`src/inc/phc_pkg.sv`:
```
// Functional notes
// - Length format bit 0 means fixed packets, 1 means variable; resets to 0.
// - Preamble size field gives 1 to 4 transmitted bytes; resets to three bytes.
// - Whitening and dewhitening run only while whitening enable is 1; resets off.
// - CRC calculated on transmit, checked on receive while CRC enable is 1 (reset).
// - Filter mode 00 accepts all; 01 accepts only the node address.
// - Filter mode 10 accepts node address or 0x00, rejects the rest.
// - Filter mode 11 accepts node address, 0x00 or 0xff, rejects the rest.
// - Read-only status bit shows current packet CRC result, 1 good, 0 bad.
// - FIFO cleared on CRC failure unless auto-clear disable bit is 1.
// - In standby, direction bit 0 gives host FIFO write access, 1 read.
// - Payload length is max receive length when variable, fixed length otherwise.
// - Received addresses compare against host-set node address, reset zero.
package phc_pkg;

   // ****************************************
   // Register indices, byte address is four times index
   // ****************************************
   localparam logic [7:0] IDX_PAYLOAD_LENGTH = 8'h1c;
   localparam logic [7:0] IDX_NODE_ADDRESS = 8'h1d;
   localparam logic [7:0] IDX_PACKET_FORMAT = 8'h1e;
   localparam logic [7:0] IDX_FIFO_CRC = 8'h1f;
   localparam logic [7:0] IDX_IRQ_STATUS = 8'h20;
   localparam logic [7:0] IDX_IRQ_MASK = 8'h21;
   localparam int ADDR_W = 10;
   localparam int DATA_W = 32;

   // ****************************************
   // Reset values and fields
   // ****************************************
   localparam logic [7:0] RST_PACKET_FORMAT = 8'h48;
   localparam logic [7:0] RST_FIFO_CRC = 8'h00;
   localparam logic [7:0] RST_PAYLOAD_LENGTH = 8'h00;
   localparam logic [7:0] RST_NODE_ADDRESS = 8'h00;
   localparam logic [3:0] RST_IRQ = 4'h0;
   localparam int BIT_LENGTH_FORMAT = 7;
   localparam int BIT_PRE_HI = 6;
   localparam int BIT_PRE_LO = 5;
   localparam int BIT_WHITEN = 4;
   localparam int BIT_CRC_EN = 3;
   localparam int BIT_FILT_HI = 2;
   localparam int BIT_FILT_LO = 1;
   localparam int BIT_CRC_OK = 0;
   localparam int BIT_AUTOCLR_DIS = 7;
   localparam int BIT_FIFO_DIR = 6;
   localparam logic [7:0] MASK_FIFO_CRC = 8'hc0;
   localparam logic [7:0] MASK_PAYLOAD_LENGTH = 8'h7f;
   localparam logic [7:0] BCAST_ZERO = 8'h00;
   localparam logic [7:0] BCAST_ONES = 8'hff;
   localparam int IRQ_CRC_OK = 0;
   localparam int IRQ_CRC_FAIL = 1;
   localparam int IRQ_ADDR_REJECT = 2;
   localparam int IRQ_LEN_REJECT = 3;

   typedef enum logic [1:0] {
      FILT_OFF = 2'b00,
      FILT_NODE = 2'b01,
      FILT_NODE_ZERO = 2'b10,
      FILT_NODE_ZERO_ONES = 2'b11
   } phc_filter_t;

   typedef enum logic {
      BUS_IDLE = 1'b0,
      BUS_ACK = 1'b1
   } phc_bus_t;

   typedef struct packed {
      logic lengthVariable;
      logic [2:0] preambleBytes;
      logic whitenEnable;
      logic crcEnable;
      logic [6:0] txPayloadLength;
      logic [6:0] rxMaxLength;
   } phc_cfg_t;

   typedef struct packed {
      logic start;
      logic addrValid;
      logic [7:0] addr;
      logic lenValid;
      logic [6:0] len;
      logic byteValid;
      logic [7:0] data;
      logic crcDone;
      logic crcGood;
      logic finish;
   } phc_rx_t;

endpackage

```
`src/logic/phc_packet_config.sv`:
```
// The Avalon-MM slave port is this design's own decision.
`timescale 1ns/100ps
module phc_packet_config
   import phc_pkg::*;
(
   input wire logic clock,
   input wire logic rst_b,
   input wire logic [ADDR_W-1:0] address,
   input wire logic read,
   input wire logic write,
   input wire logic [DATA_W-1:0] writedata,
   input wire logic [3:0] byteenable,
   output logic [DATA_W-1:0] readdata,
   output logic waitrequest,
   input wire phc_rx_t rxIn,
   input wire logic standby,
   output phc_cfg_t cfg,
   output logic fifoWrValid,
   output logic [7:0] fifoWrData,
   output logic fifoClear,
   output logic fifoHostWrite,
   output logic fifoHostRead,
   output logic irq
);

   // ****************************************
   // Helpers
   // ****************************************
   function automatic logic addrAccepted(input logic [1:0] mode, input logic [7:0] a,
                                         input logic [7:0] node);
      phc_filter_t m;
      m = phc_filter_t'(mode);
      case (m)
         FILT_OFF: addrAccepted = 1'b1;
         FILT_NODE: addrAccepted = (a == node);
         FILT_NODE_ZERO: addrAccepted = (a == node) || (a == BCAST_ZERO);
         FILT_NODE_ZERO_ONES: begin
            addrAccepted = (a == node) || (a == BCAST_ZERO) || (a == BCAST_ONES);
         end
         default: addrAccepted = 1'b0;
      endcase
   endfunction

   function automatic logic [7:0] regIndex(input logic [ADDR_W-1:0] a);
      regIndex = a[9:2];
   endfunction

   // ****************************************
   // Bus handshake
   // ****************************************
   phc_bus_t busState_ff;
   phc_bus_t nxt_busState;
   logic request;
   logic wrTake;
   logic rdTake;
   logic [7:0] idx;

   assign request = read | write;
   assign idx = regIndex(address);
   // One wait state so read data come from a flop
   assign waitrequest = request & (busState_ff == BUS_IDLE);
   assign wrTake = write & (busState_ff == BUS_ACK) & byteenable[0];
   assign rdTake = read & (busState_ff == BUS_ACK);

   always_comb begin
      case (busState_ff)
         BUS_IDLE: nxt_busState = request ? BUS_ACK : BUS_IDLE;
         BUS_ACK: nxt_busState = BUS_IDLE;
         default: nxt_busState = BUS_IDLE;
      endcase
   end

   always_ff @(posedge clock or negedge rst_b) begin
      if (!rst_b) begin
         busState_ff <= BUS_IDLE;
      end else begin
         busState_ff <= nxt_busState;
      end
   end

   // ****************************************
   // Registers
   // ****************************************
   logic [7:0] pktFmt_ff;
   logic [7:0] fifoCrc_ff;
   logic [7:0] payLen_ff;
   logic [7:0] nodeAddr_ff;
   logic crcOk_ff;
   logic [3:0] irqStat_ff;
   logic [3:0] irqMask_ff;

   always_ff @(posedge clock or negedge rst_b) begin
      if (!rst_b) begin
         pktFmt_ff <= RST_PACKET_FORMAT;
         fifoCrc_ff <= RST_FIFO_CRC;
         payLen_ff <= RST_PAYLOAD_LENGTH;
         nodeAddr_ff <= RST_NODE_ADDRESS;
         irqMask_ff <= RST_IRQ;
      end else if (wrTake) begin
         case (idx)
            IDX_PACKET_FORMAT: pktFmt_ff <= writedata[7:0];
            // Reserved bits dropped, so a careless host write cannot set them
            IDX_FIFO_CRC: fifoCrc_ff <= writedata[7:0] & MASK_FIFO_CRC;
            IDX_PAYLOAD_LENGTH: payLen_ff <= writedata[7:0] & MASK_PAYLOAD_LENGTH;
            IDX_NODE_ADDRESS: nodeAddr_ff <= writedata[7:0];
            IDX_IRQ_MASK: irqMask_ff <= writedata[3:0];
            default: ;
         endcase
      end
   end

   // Decoded controls
   logic lenVar;
   logic crcEn;
   logic autoClrDis;
   logic [1:0] filtMode;

   assign lenVar = pktFmt_ff[BIT_LENGTH_FORMAT];
   assign crcEn = pktFmt_ff[BIT_CRC_EN];
   assign autoClrDis = fifoCrc_ff[BIT_AUTOCLR_DIS];
   assign filtMode = pktFmt_ff[BIT_FILT_HI:BIT_FILT_LO];

   always_comb begin
      cfg.lengthVariable = lenVar;
      cfg.preambleBytes = {1'b0, pktFmt_ff[BIT_PRE_HI:BIT_PRE_LO]} + 3'h1;
      cfg.whitenEnable = pktFmt_ff[BIT_WHITEN];
      cfg.crcEnable = crcEn;
      cfg.txPayloadLength = lenVar ? 7'h00 : payLen_ff[6:0];
      cfg.rxMaxLength = payLen_ff[6:0];
   end

   // ****************************************
   // Receive filtering and FIFO feed
   // ****************************************
   logic pass_ff;
   logic addrOk;
   logic addrReject;
   logic lenReject;
   logic crcFail;

   assign addrOk = addrAccepted(filtMode, rxIn.addr, nodeAddr_ff);
   assign addrReject = rxIn.addrValid & ~addrOk;
   // Variable format: length is only an upper bound on receive
   assign lenReject = rxIn.lenValid & lenVar & (rxIn.len > payLen_ff[6:0]);
   assign crcFail = rxIn.crcDone & crcEn & ~rxIn.crcGood;

   always_ff @(posedge clock or negedge rst_b) begin
      if (!rst_b) begin
         pass_ff <= 1'b0;
      end else if (rxIn.start) begin
         pass_ff <= 1'b1;
      end else if (addrReject || lenReject || rxIn.finish) begin
         pass_ff <= 1'b0;
      end
   end

   always_ff @(posedge clock or negedge rst_b) begin
      if (!rst_b) begin
         fifoWrValid <= 1'b0;
         fifoWrData <= 8'h00;
      end else begin
         fifoWrValid <= rxIn.byteValid & pass_ff & ~addrReject & ~lenReject;
         fifoWrData <= rxIn.data;
      end
   end

   // ****************************************
   // CRC status and FIFO clear
   // ****************************************
   always_ff @(posedge clock or negedge rst_b) begin
      if (!rst_b) begin
         crcOk_ff <= 1'b0;
      end else if (rxIn.crcDone && crcEn) begin
         crcOk_ff <= rxIn.crcGood;
      end
   end

   always_ff @(posedge clock or negedge rst_b) begin
      if (!rst_b) begin
         fifoClear <= 1'b0;
      end else begin
         fifoClear <= crcFail & ~autoClrDis;
      end
   end

   // Standby access direction, no access outside standby
   assign fifoHostWrite = standby & ~fifoCrc_ff[BIT_FIFO_DIR];
   assign fifoHostRead = standby & fifoCrc_ff[BIT_FIFO_DIR];

   // ****************************************
   // Interrupts
   // ****************************************
   logic [3:0] irqEvent;
   logic statRead;

   assign irqEvent[IRQ_CRC_OK] = rxIn.crcDone & crcEn & rxIn.crcGood;
   assign irqEvent[IRQ_CRC_FAIL] = crcFail;
   assign irqEvent[IRQ_ADDR_REJECT] = addrReject;
   assign irqEvent[IRQ_LEN_REJECT] = lenReject;
   assign statRead = rdTake & (idx == IDX_IRQ_STATUS);

   always_ff @(posedge clock or negedge rst_b) begin
      if (!rst_b) begin
         irqStat_ff <= RST_IRQ;
      end else begin
         // Clear only what the read returned; a later event stays pending
         // A new event in the clearing cycle always wins over the clear
         irqStat_ff <= (irqStat_ff & ~(statRead ? readdata[3:0] : 4'h0)) | irqEvent;
      end
   end

   assign irq = |(irqStat_ff & irqMask_ff);

   // ****************************************
   // Read data
   // ****************************************
   logic [7:0] rdMux;

   always_comb begin
      case (idx)
         IDX_PACKET_FORMAT: rdMux = {pktFmt_ff[7:1], crcOk_ff};
         IDX_FIFO_CRC: rdMux = fifoCrc_ff;
         IDX_PAYLOAD_LENGTH: rdMux = payLen_ff;
         IDX_NODE_ADDRESS: rdMux = nodeAddr_ff;
         IDX_IRQ_STATUS: rdMux = {4'h0, irqStat_ff};
         IDX_IRQ_MASK: rdMux = {4'h0, irqMask_ff};
         default: rdMux = 8'h00;
      endcase
   end

   always_ff @(posedge clock or negedge rst_b) begin
      if (!rst_b) begin
         readdata <= 32'h0000_0000;
      end else if (read && busState_ff == BUS_IDLE) begin
         readdata <= {24'h00_0000, rdMux};
      end
   end
endmodule

```
`config.mk`:
```
export PLATFORM = sky130hd
export DESIGN_NAME = phc_packet_config
export DESIGN_NICKNAME = d
export VERILOG_FILES = /design/src/inc/phc_pkg.sv /design/src/logic/phc_packet_config.sv
export SDC_FILE = /design/constraint.sdc
export NUM_CORES = 1
export LEC_CHECK = 0
export BUFFER_PORTS_ARGS = -buffer_cell sky130_fd_sc_hd__buf_2
export CORE_MARGIN = 2
export CORE_UTILIZATION = 46
export DETAILED_ROUTE_END_ITERATION = 7
export HOLD_SLACK_MARGIN = 0.1
export PLACE_DENSITY = 0.81
export SETUP_SLACK_MARGIN = 0.4
export SLEW_MARGIN = 20
export SYNTH_ARGS = -nofsm -noshare
export SYNTH_HDL_FRONTEND = slang
export SYNTH_SLANG_ARGS = --single-unit
```
`constraint.sdc`:
```
create_clock -name clock -period 1.7 [get_ports clock]
set_input_delay 0.255 -clock clock [delete_from_list [all_inputs] [get_ports clock]]
set_output_delay 0.255 -clock clock [all_outputs]
set_load 0.1 [all_outputs]
```
==> qor.yml, run 1 <==
sta:
  setup-tns-final_ps: -69.6
  maxSlewViolCount: 0
  worst_pin_slew_ps: 511
  max_freq_mhz: 567
  relSlewSlack_pct: 65.8
  setup_ws_ps: -63.7
  holdWs_ps: 125
  skew_ps: 6.04
  layout_min_cycle_time_ps: 1760
  rsz0062_at_grt: "true"
  hold_viol: 0
  setup_violations: 3
  finalCritPeriodShare_pct: 104
global_routing:
  overflow: 0
  grt_max_degree: 34
  antenna_found_initial: 0
  grt_pass1_wl_um: 15400
  grt_pass1_vias: 2929
  track_usage_pct: 28.6
power_and_ir_drop:
  clock_power_share_pct: 26.1
  p_leak_nw: 2.24
  p_switching_mw: 1.10
  p_seq_share_pct: 44.1
  sw_frac_of_total_pct: 36.3
  ir_drop_mv: 0.614
  p_int_mw: 1.94
  cellPowerDensity_nw_per_um2: 625
  p_comb_share_pct: 29.8
synth:
  yosys-top-cells-count: "dfrtp_1, mux2_2, buf_4"
  syn_avg_cell_area_um2: 11.0
  synthArstFlopShare_pct: 100
  synth_top_cell_by_area: "dfrtp_1"
  synth_most_common_cell: "dfrtp_1"
  syn-cell-area_um2: 2870
  synth.area.top_cells: "dfrtp_1, mux2_2, buf_4, ha_1, xnor2_1"
  ys.flop_type: "dfrtp_1"
  yosysUniqueCellTypes: 47
  synth_top_area_share_pct: 44.5
  yosysSeqAreaShare_pct: 46.3
  synth_warnings: 0
  ys_seq_elements: 53
  syn_inst: 260
  synth_edf_count: 0
worst_setup_path:
  worstPathRequired_ps: 1910
  timing.critical_path.fanout_max: 3
  start_kind: "flop"
  arrival_ps: 1980
  crit_start: "nodeAddr_ff[1]"
  ff2ff_setup_slack_ps: -60
  critical_path_class: "reg -> reg"
  cp-end-kind: "flop"
  r2r_end: "pass_ff"
  crit_path_end: "pass_ff"
  reg2regPathDepth: 5
  r2r-start: "nodeAddr_ff[1]"
clock_network:
  cts_htree_levels: 2
  cts-buffers-inserted: 5
  clk_path_buf_depth: 2
  clock-root-buffer: "clkbuf_8"
  clk_pin_slew_ps: 90
  cts_tree: "built"
  worstSkewPairLatency_ps: 310
  cts_sinks: 53
detailed_routing:
  wl_per_cell_um: 23.9
  firstDrtPassIters: 5
  viasPerCell: 6.01
  vias: 2945
  drc: 0
  ant_nets: 0
  drt_wl_total_um: 11700
  drtIter0Drc: 202
finish:
  final_util_pct: 81.3
  diodes: 0
  multi_input_area_um2: 1750
  syn_to_final_growth_pct: 69.7
  regArea_um2: 1360
  drive_gt1_share_pct: 64.6
  fill_cells: 311
  final_nets: 503
floorplan:
  initial_core_util_pct: 47.9
  ios: 147
  die_area_um2: 6880
  die_h_um: 83.0
  fp-row-count: 28
  fp.coreArea_um2: 5990
  die_w_um: 83.0
placed_design:
  portBuffers: 93
  dp_hpwl_um: 5680
  gp_congestion: 0.915
status:
  violations: "negative setup slack"
  status: "complete, but fails checks"
hold_path:
  hold_path_class: "in -> reg"
run:
  cap_violations: 0
-- layer usage --
metal  up-vias  wire (um)  track usage [%]
met2       243       6090             51.2
met1      1456       3920             31.4
met4         0        707             15.1
li1       1187          -                -
met5         -          0                0
met3        59        991             6.46
-- what timing repair did --
action,4_1_cts,5_1_grt
setup buffers,23,11
endpoints found under the setup margin,83,62
gates resized for setup,129,61
endpoints found under the hold margin,60,0
hold buffers,9,0
pin swaps,16,19
-- power by group through the flow --
stage	clock, mW	sequential, mW	combinational [mW]
final	0.796	1.34	0.907
after global routing	0.838	1.34	0.937
after CTS	0.781	1.34	0.816
after detailed placement	0	1.36	0.715
after global placement	0	1.36	0.701
after floorplan	0	1.46	0.468
-- layout make-up --
cell class	instances	area share [%]
clock buffers	7	1.98
clock inverters	1	0.103
inverters	13	1.31
multi-input cells	182	35.9
flip-flops and latches	53	27.9
well taps	75	1.93
repair buffers	159	30.9
-- worst max-delay path, cell delays in order, from the launching register on --
cell      delay (ps)
dfrtp_1          440
xnor2_1          310
nand4_1          290
o221ai_2         260
a21oi_2          100
o41ai_2          280
-- how the worst min path moves through the flow --
stage	start	end	slack, ps	cells past startpoint
6_report	rxIn[29]	pass_ff	130	3
5_1_grt	rxIn[29]	pass_ff	130	3
4_1_cts	rxIn[29]	pass_ff	130	3
3_5_place_dp	rst_b	fifoWrData[4]	120	1
3_3_place_gp	rst_b	fifoWrData[0]	110	1
2_1_floorplan	rst_b	busState_ff	-40	0
-- registers in the layout, indices dropped and copies added, names as in the netlist --
| signal | flops |
|---|---|
| fifoWrValid | 1 |
| crcOk_ff | 1 |
| fifoClear | 1 |
| nodeAddr_ff | 8 |
| irqMask_ff | 4 |
| readdata | 8 |
| fifoCrc_ff | 2 |
| payLen_ff | 7 |
| busState_ff | 1 |
| pktFmt_ff | 7 |
| pass_ff | 1 |
| irqStat_ff | 4 |
| fifoWrData | 8 |
-- cells in the final DEF (no fill, tap or decap), types with 4 or more instances in the layout --
cell / Yosys / layout
nand3_1: 11 / 4
dlygate4sd3_1: 0 / 9
buf_6: 1 / 34
ha_1: 8 / 5
dfrtp_4: 0 / 6
nand2_2: 0 / 5
inv_1: 13 / 6
clkbuf_8: 0 / 7
dfrtp_1: 51 / 41
a22o_1: 6 / 6
buf_2: 1 / 49
nor2_4: 1 / 10
xnor2_1: 8 / 8
buf_4: 28 / 44
nand3_2: 0 / 7
dfrtp_2: 0 / 4
mux2_4: 0 / 28
conb_1: 1 / 24
inv_4: 0 / 6
buf_12: 0 / 22
nand2_1: 16 / 11
nand4_1: 5 / 5
-- logic make-up (layout without fill, tap and decap cells) --
| kind of cell | Yosys count | in the layout | share of synthesized area (%) |
|---|---|---|---|
| flops | 53 | 53 | 46.3 |
| fa+ha+maj | 8 | 8 | 3.49 |
| mux | 35 | 35 | 14.0 |
| xor+xnor | 8 | 8 | 2.44 |
| other cells | 1 | 24 | 0.131 |
| simple gates | 68 | 68 | 13.5 |
| compound gates | 39 | 39 | 9.94 |
| buf+inv | 48 | 180 | 10.2 |
-- metrics by stage --
step / area, um^2 / total power [mW] / cells / worst slack [ps]
after CTS: 4550 / 2.93 / 479 / 104
after global placement: 3730 / 2.06 / 439 / -194
final: 4870 / 3.04 / 490 / -63.7
after global routing: 4870 / 3.12 / 490 / -65.9
after detailed placement: 3730 / 2.08 / 439 / -199
after floorplan: 3110 / 1.92 / 283 / -59.7
No activity file was read; power rests on OpenSTA's default activity.
==> run 2: changes to the inputs <==
--- a/config.mk
+++ b/config.mk
@@ -6,6 +6,7 @@
 export NUM_CORES = 1
 export LEC_CHECK = 0
 export BUFFER_PORTS_ARGS = -buffer_cell sky130_fd_sc_hd__buf_2
+export CORE_ASPECT_RATIO = 1.25
 export CORE_MARGIN = 2
 export CORE_UTILIZATION = 46
 export DETAILED_ROUTE_END_ITERATION = 7
==> qor.yml, run 2 (same netlist as run 1, synthesis figures left out) <==
global_routing:
  grt_pass1_wl_um: 13000
  track_usage_pct: 25.1
  grt_pass1_vias: 2590
  antenna_found_initial: 0
  grt_max_degree: 51
  overflow: 0
finish:
  final_cell_mix: "buf_2, dfrtp_1, buf_4"
  final_cells: 486
  fill_cells: 375
  syn_to_final_growth_pct: 63.3
  reg.largest.list: "fifoWrData: 8 flops, nodeAddr_ff: 8 flops, readdata: 8 flops"
  layout_commonest_cell: "buf_2"
  drive_gt1_share_pct: 59.6
  final_nets: 489
  diodes: 0
  final_util_pct: 77.0
worst_setup_path:
  r2r_end: "pass_ff"
  ff2ff_setup_slack_ps: 40
  r2r-start: "payLen_ff[5]"
  cp-end-kind: "flop"
  worstPathRequired_ps: 1910
  crit_path_end: "pass_ff"
  timing.critical_path.fanout_max: 4
  arrival_ps: 1870
  crit_start: "payLen_ff[5]"
  reg2regPathDepth: 7
  critical_path_class: "reg -> reg"
  start_kind: "flop"
hold_path:
  hold_path_class: "in -> reg"
clock_network:
  worstSkewPairLatency_ps: 310
  cts_tree: "built"
  clk_pin_slew_ps: 90
  clock-root-buffer: "clkbuf_8"
  clk_path_buf_depth: 2
  cts_sinks: 53
  cts-buffers-inserted: 5
  cts_htree_levels: 2
floorplan:
  fp-row-count: 32
  fp.coreArea_um2: 6090
  die_area_um2: 6890
  ios: 147
  die_h_um: 92.3
  initial_core_util_pct: 47.1
  die_w_um: 74.6
detailed_routing:
  drc: 0
  wl_met2_um: 4880
  firstDrtPassIters: 4
  drtIter0Drc: 119
  wl_per_cell_um: 17.6
  top_layer: "met4"
  route.met3.wl_um: 414
  viasPerCell: 5.20
  drt_wl_total_um: 8550
  ant_nets: 0
  vias: 2529
  met1_length_um: 3020
status:
  status: "finished clean"
power_and_ir_drop:
  cellPowerDensity_nw_per_um2: 616
  ir_drop_mv: 0.650
  finalPower_mw: 2.89
  p_leak_nw: 2.16
placed_design:
  dp_hpwl_um: 5700
  gp_congestion: 0.895
  portBuffers: 93
  dpl.cell_count: 445
sta:
  setup_violations: 0
  skew_ps: 4.04
  hold_viol: 0
  maxSlewViolCount: 0
  rsz0062_at_grt: "true"
  finalCritPeriodShare_pct: 97.4
  layout_min_cycle_time_ps: 1660
  max_freq_mhz: 604
run:
  cap_violations: 0
-- run 2: cell types whose count changed in the layout (fill, tap and decap cells not counted), moves of 4 or more --
cell and change:
buf_6 -14, nand3_2 -5, buf_4 -4, nand3_1 +5
-- run 2: how the worst min path moves through the flow --
stage          slack (ps)      from           to  cells past startpoint
4_1_cts               130  rxIn[29]      pass_ff                      3
5_1_grt               130   rxIn[0]      pass_ff                      2
3_5_place_dp           80     rst_b  fifoWrValid                      1
3_3_place_gp           70     rst_b  fifoWrValid                      1
6_report              130  rxIn[29]      pass_ff                      3
2_1_floorplan         -40     rst_b  busState_ff                      0
-- run 2: critical path: stages, from the launching register on --
cell     delay (ps)
dfrtp_4         520
inv_4            80
ha_1            240
o21ai_0         230
nor2_1           80
nor3_2          130
nor2_2           80
o41ai_2         200
-- run 2: cell type report --
| type | instances | area, um^2 | area share [%] |
|---|---|---|---|
| inverter | 13 | 63.8 | 1.36 |
| sequential | 53 | 1360 | 28.9 |
| clock inverter | 1 | 5.00 | 0.107 |
| tap | 85 | 106 | 2.27 |
| clock buffer | 7 | 76.3 | 1.63 |
| timing repair buffer | 145 | 1380 | 29.4 |
| multi-input combinational | 182 | 1700 | 36.3 |
-- run 2: power by group --
part           switching, mW  total (mW)  internal, mW
Clock                  0.412       0.703         0.291
Sequential            0.0362        1.34          1.30
Combinational          0.597       0.843         0.245
-- run 2: per-stage QoR --
step	hold WS (ps)	area, um^2	worst slack (ps)	TNS [ps]
5_1_grt	130	4690	-51.5	-51.5
3_3_place_gp	73.3	3740	-158	-3530
2_1_floorplan	-40.6	3110	-59.7	-740
3_5_place_dp	77.5	3740	-174	-3690
6_report	129	4690	44.7	0
4_1_cts	128	4480	113	0
-- run 2: what timing repair did --
action,CTS,global route
resized for setup,121,41
setup buffers,16,8
pin swaps,10,19
setup endpoints to repair,83,61
endpoints found under the hold margin,59,0
hold buffers,9,0
-- run 2: layer usage --
metal,global-route usage (%),vias to the layer above
met3,4.13,19
met5,0,-
met2,46.1,105
met1,29.2,1247
li1,-,1158
met4,6.99,0
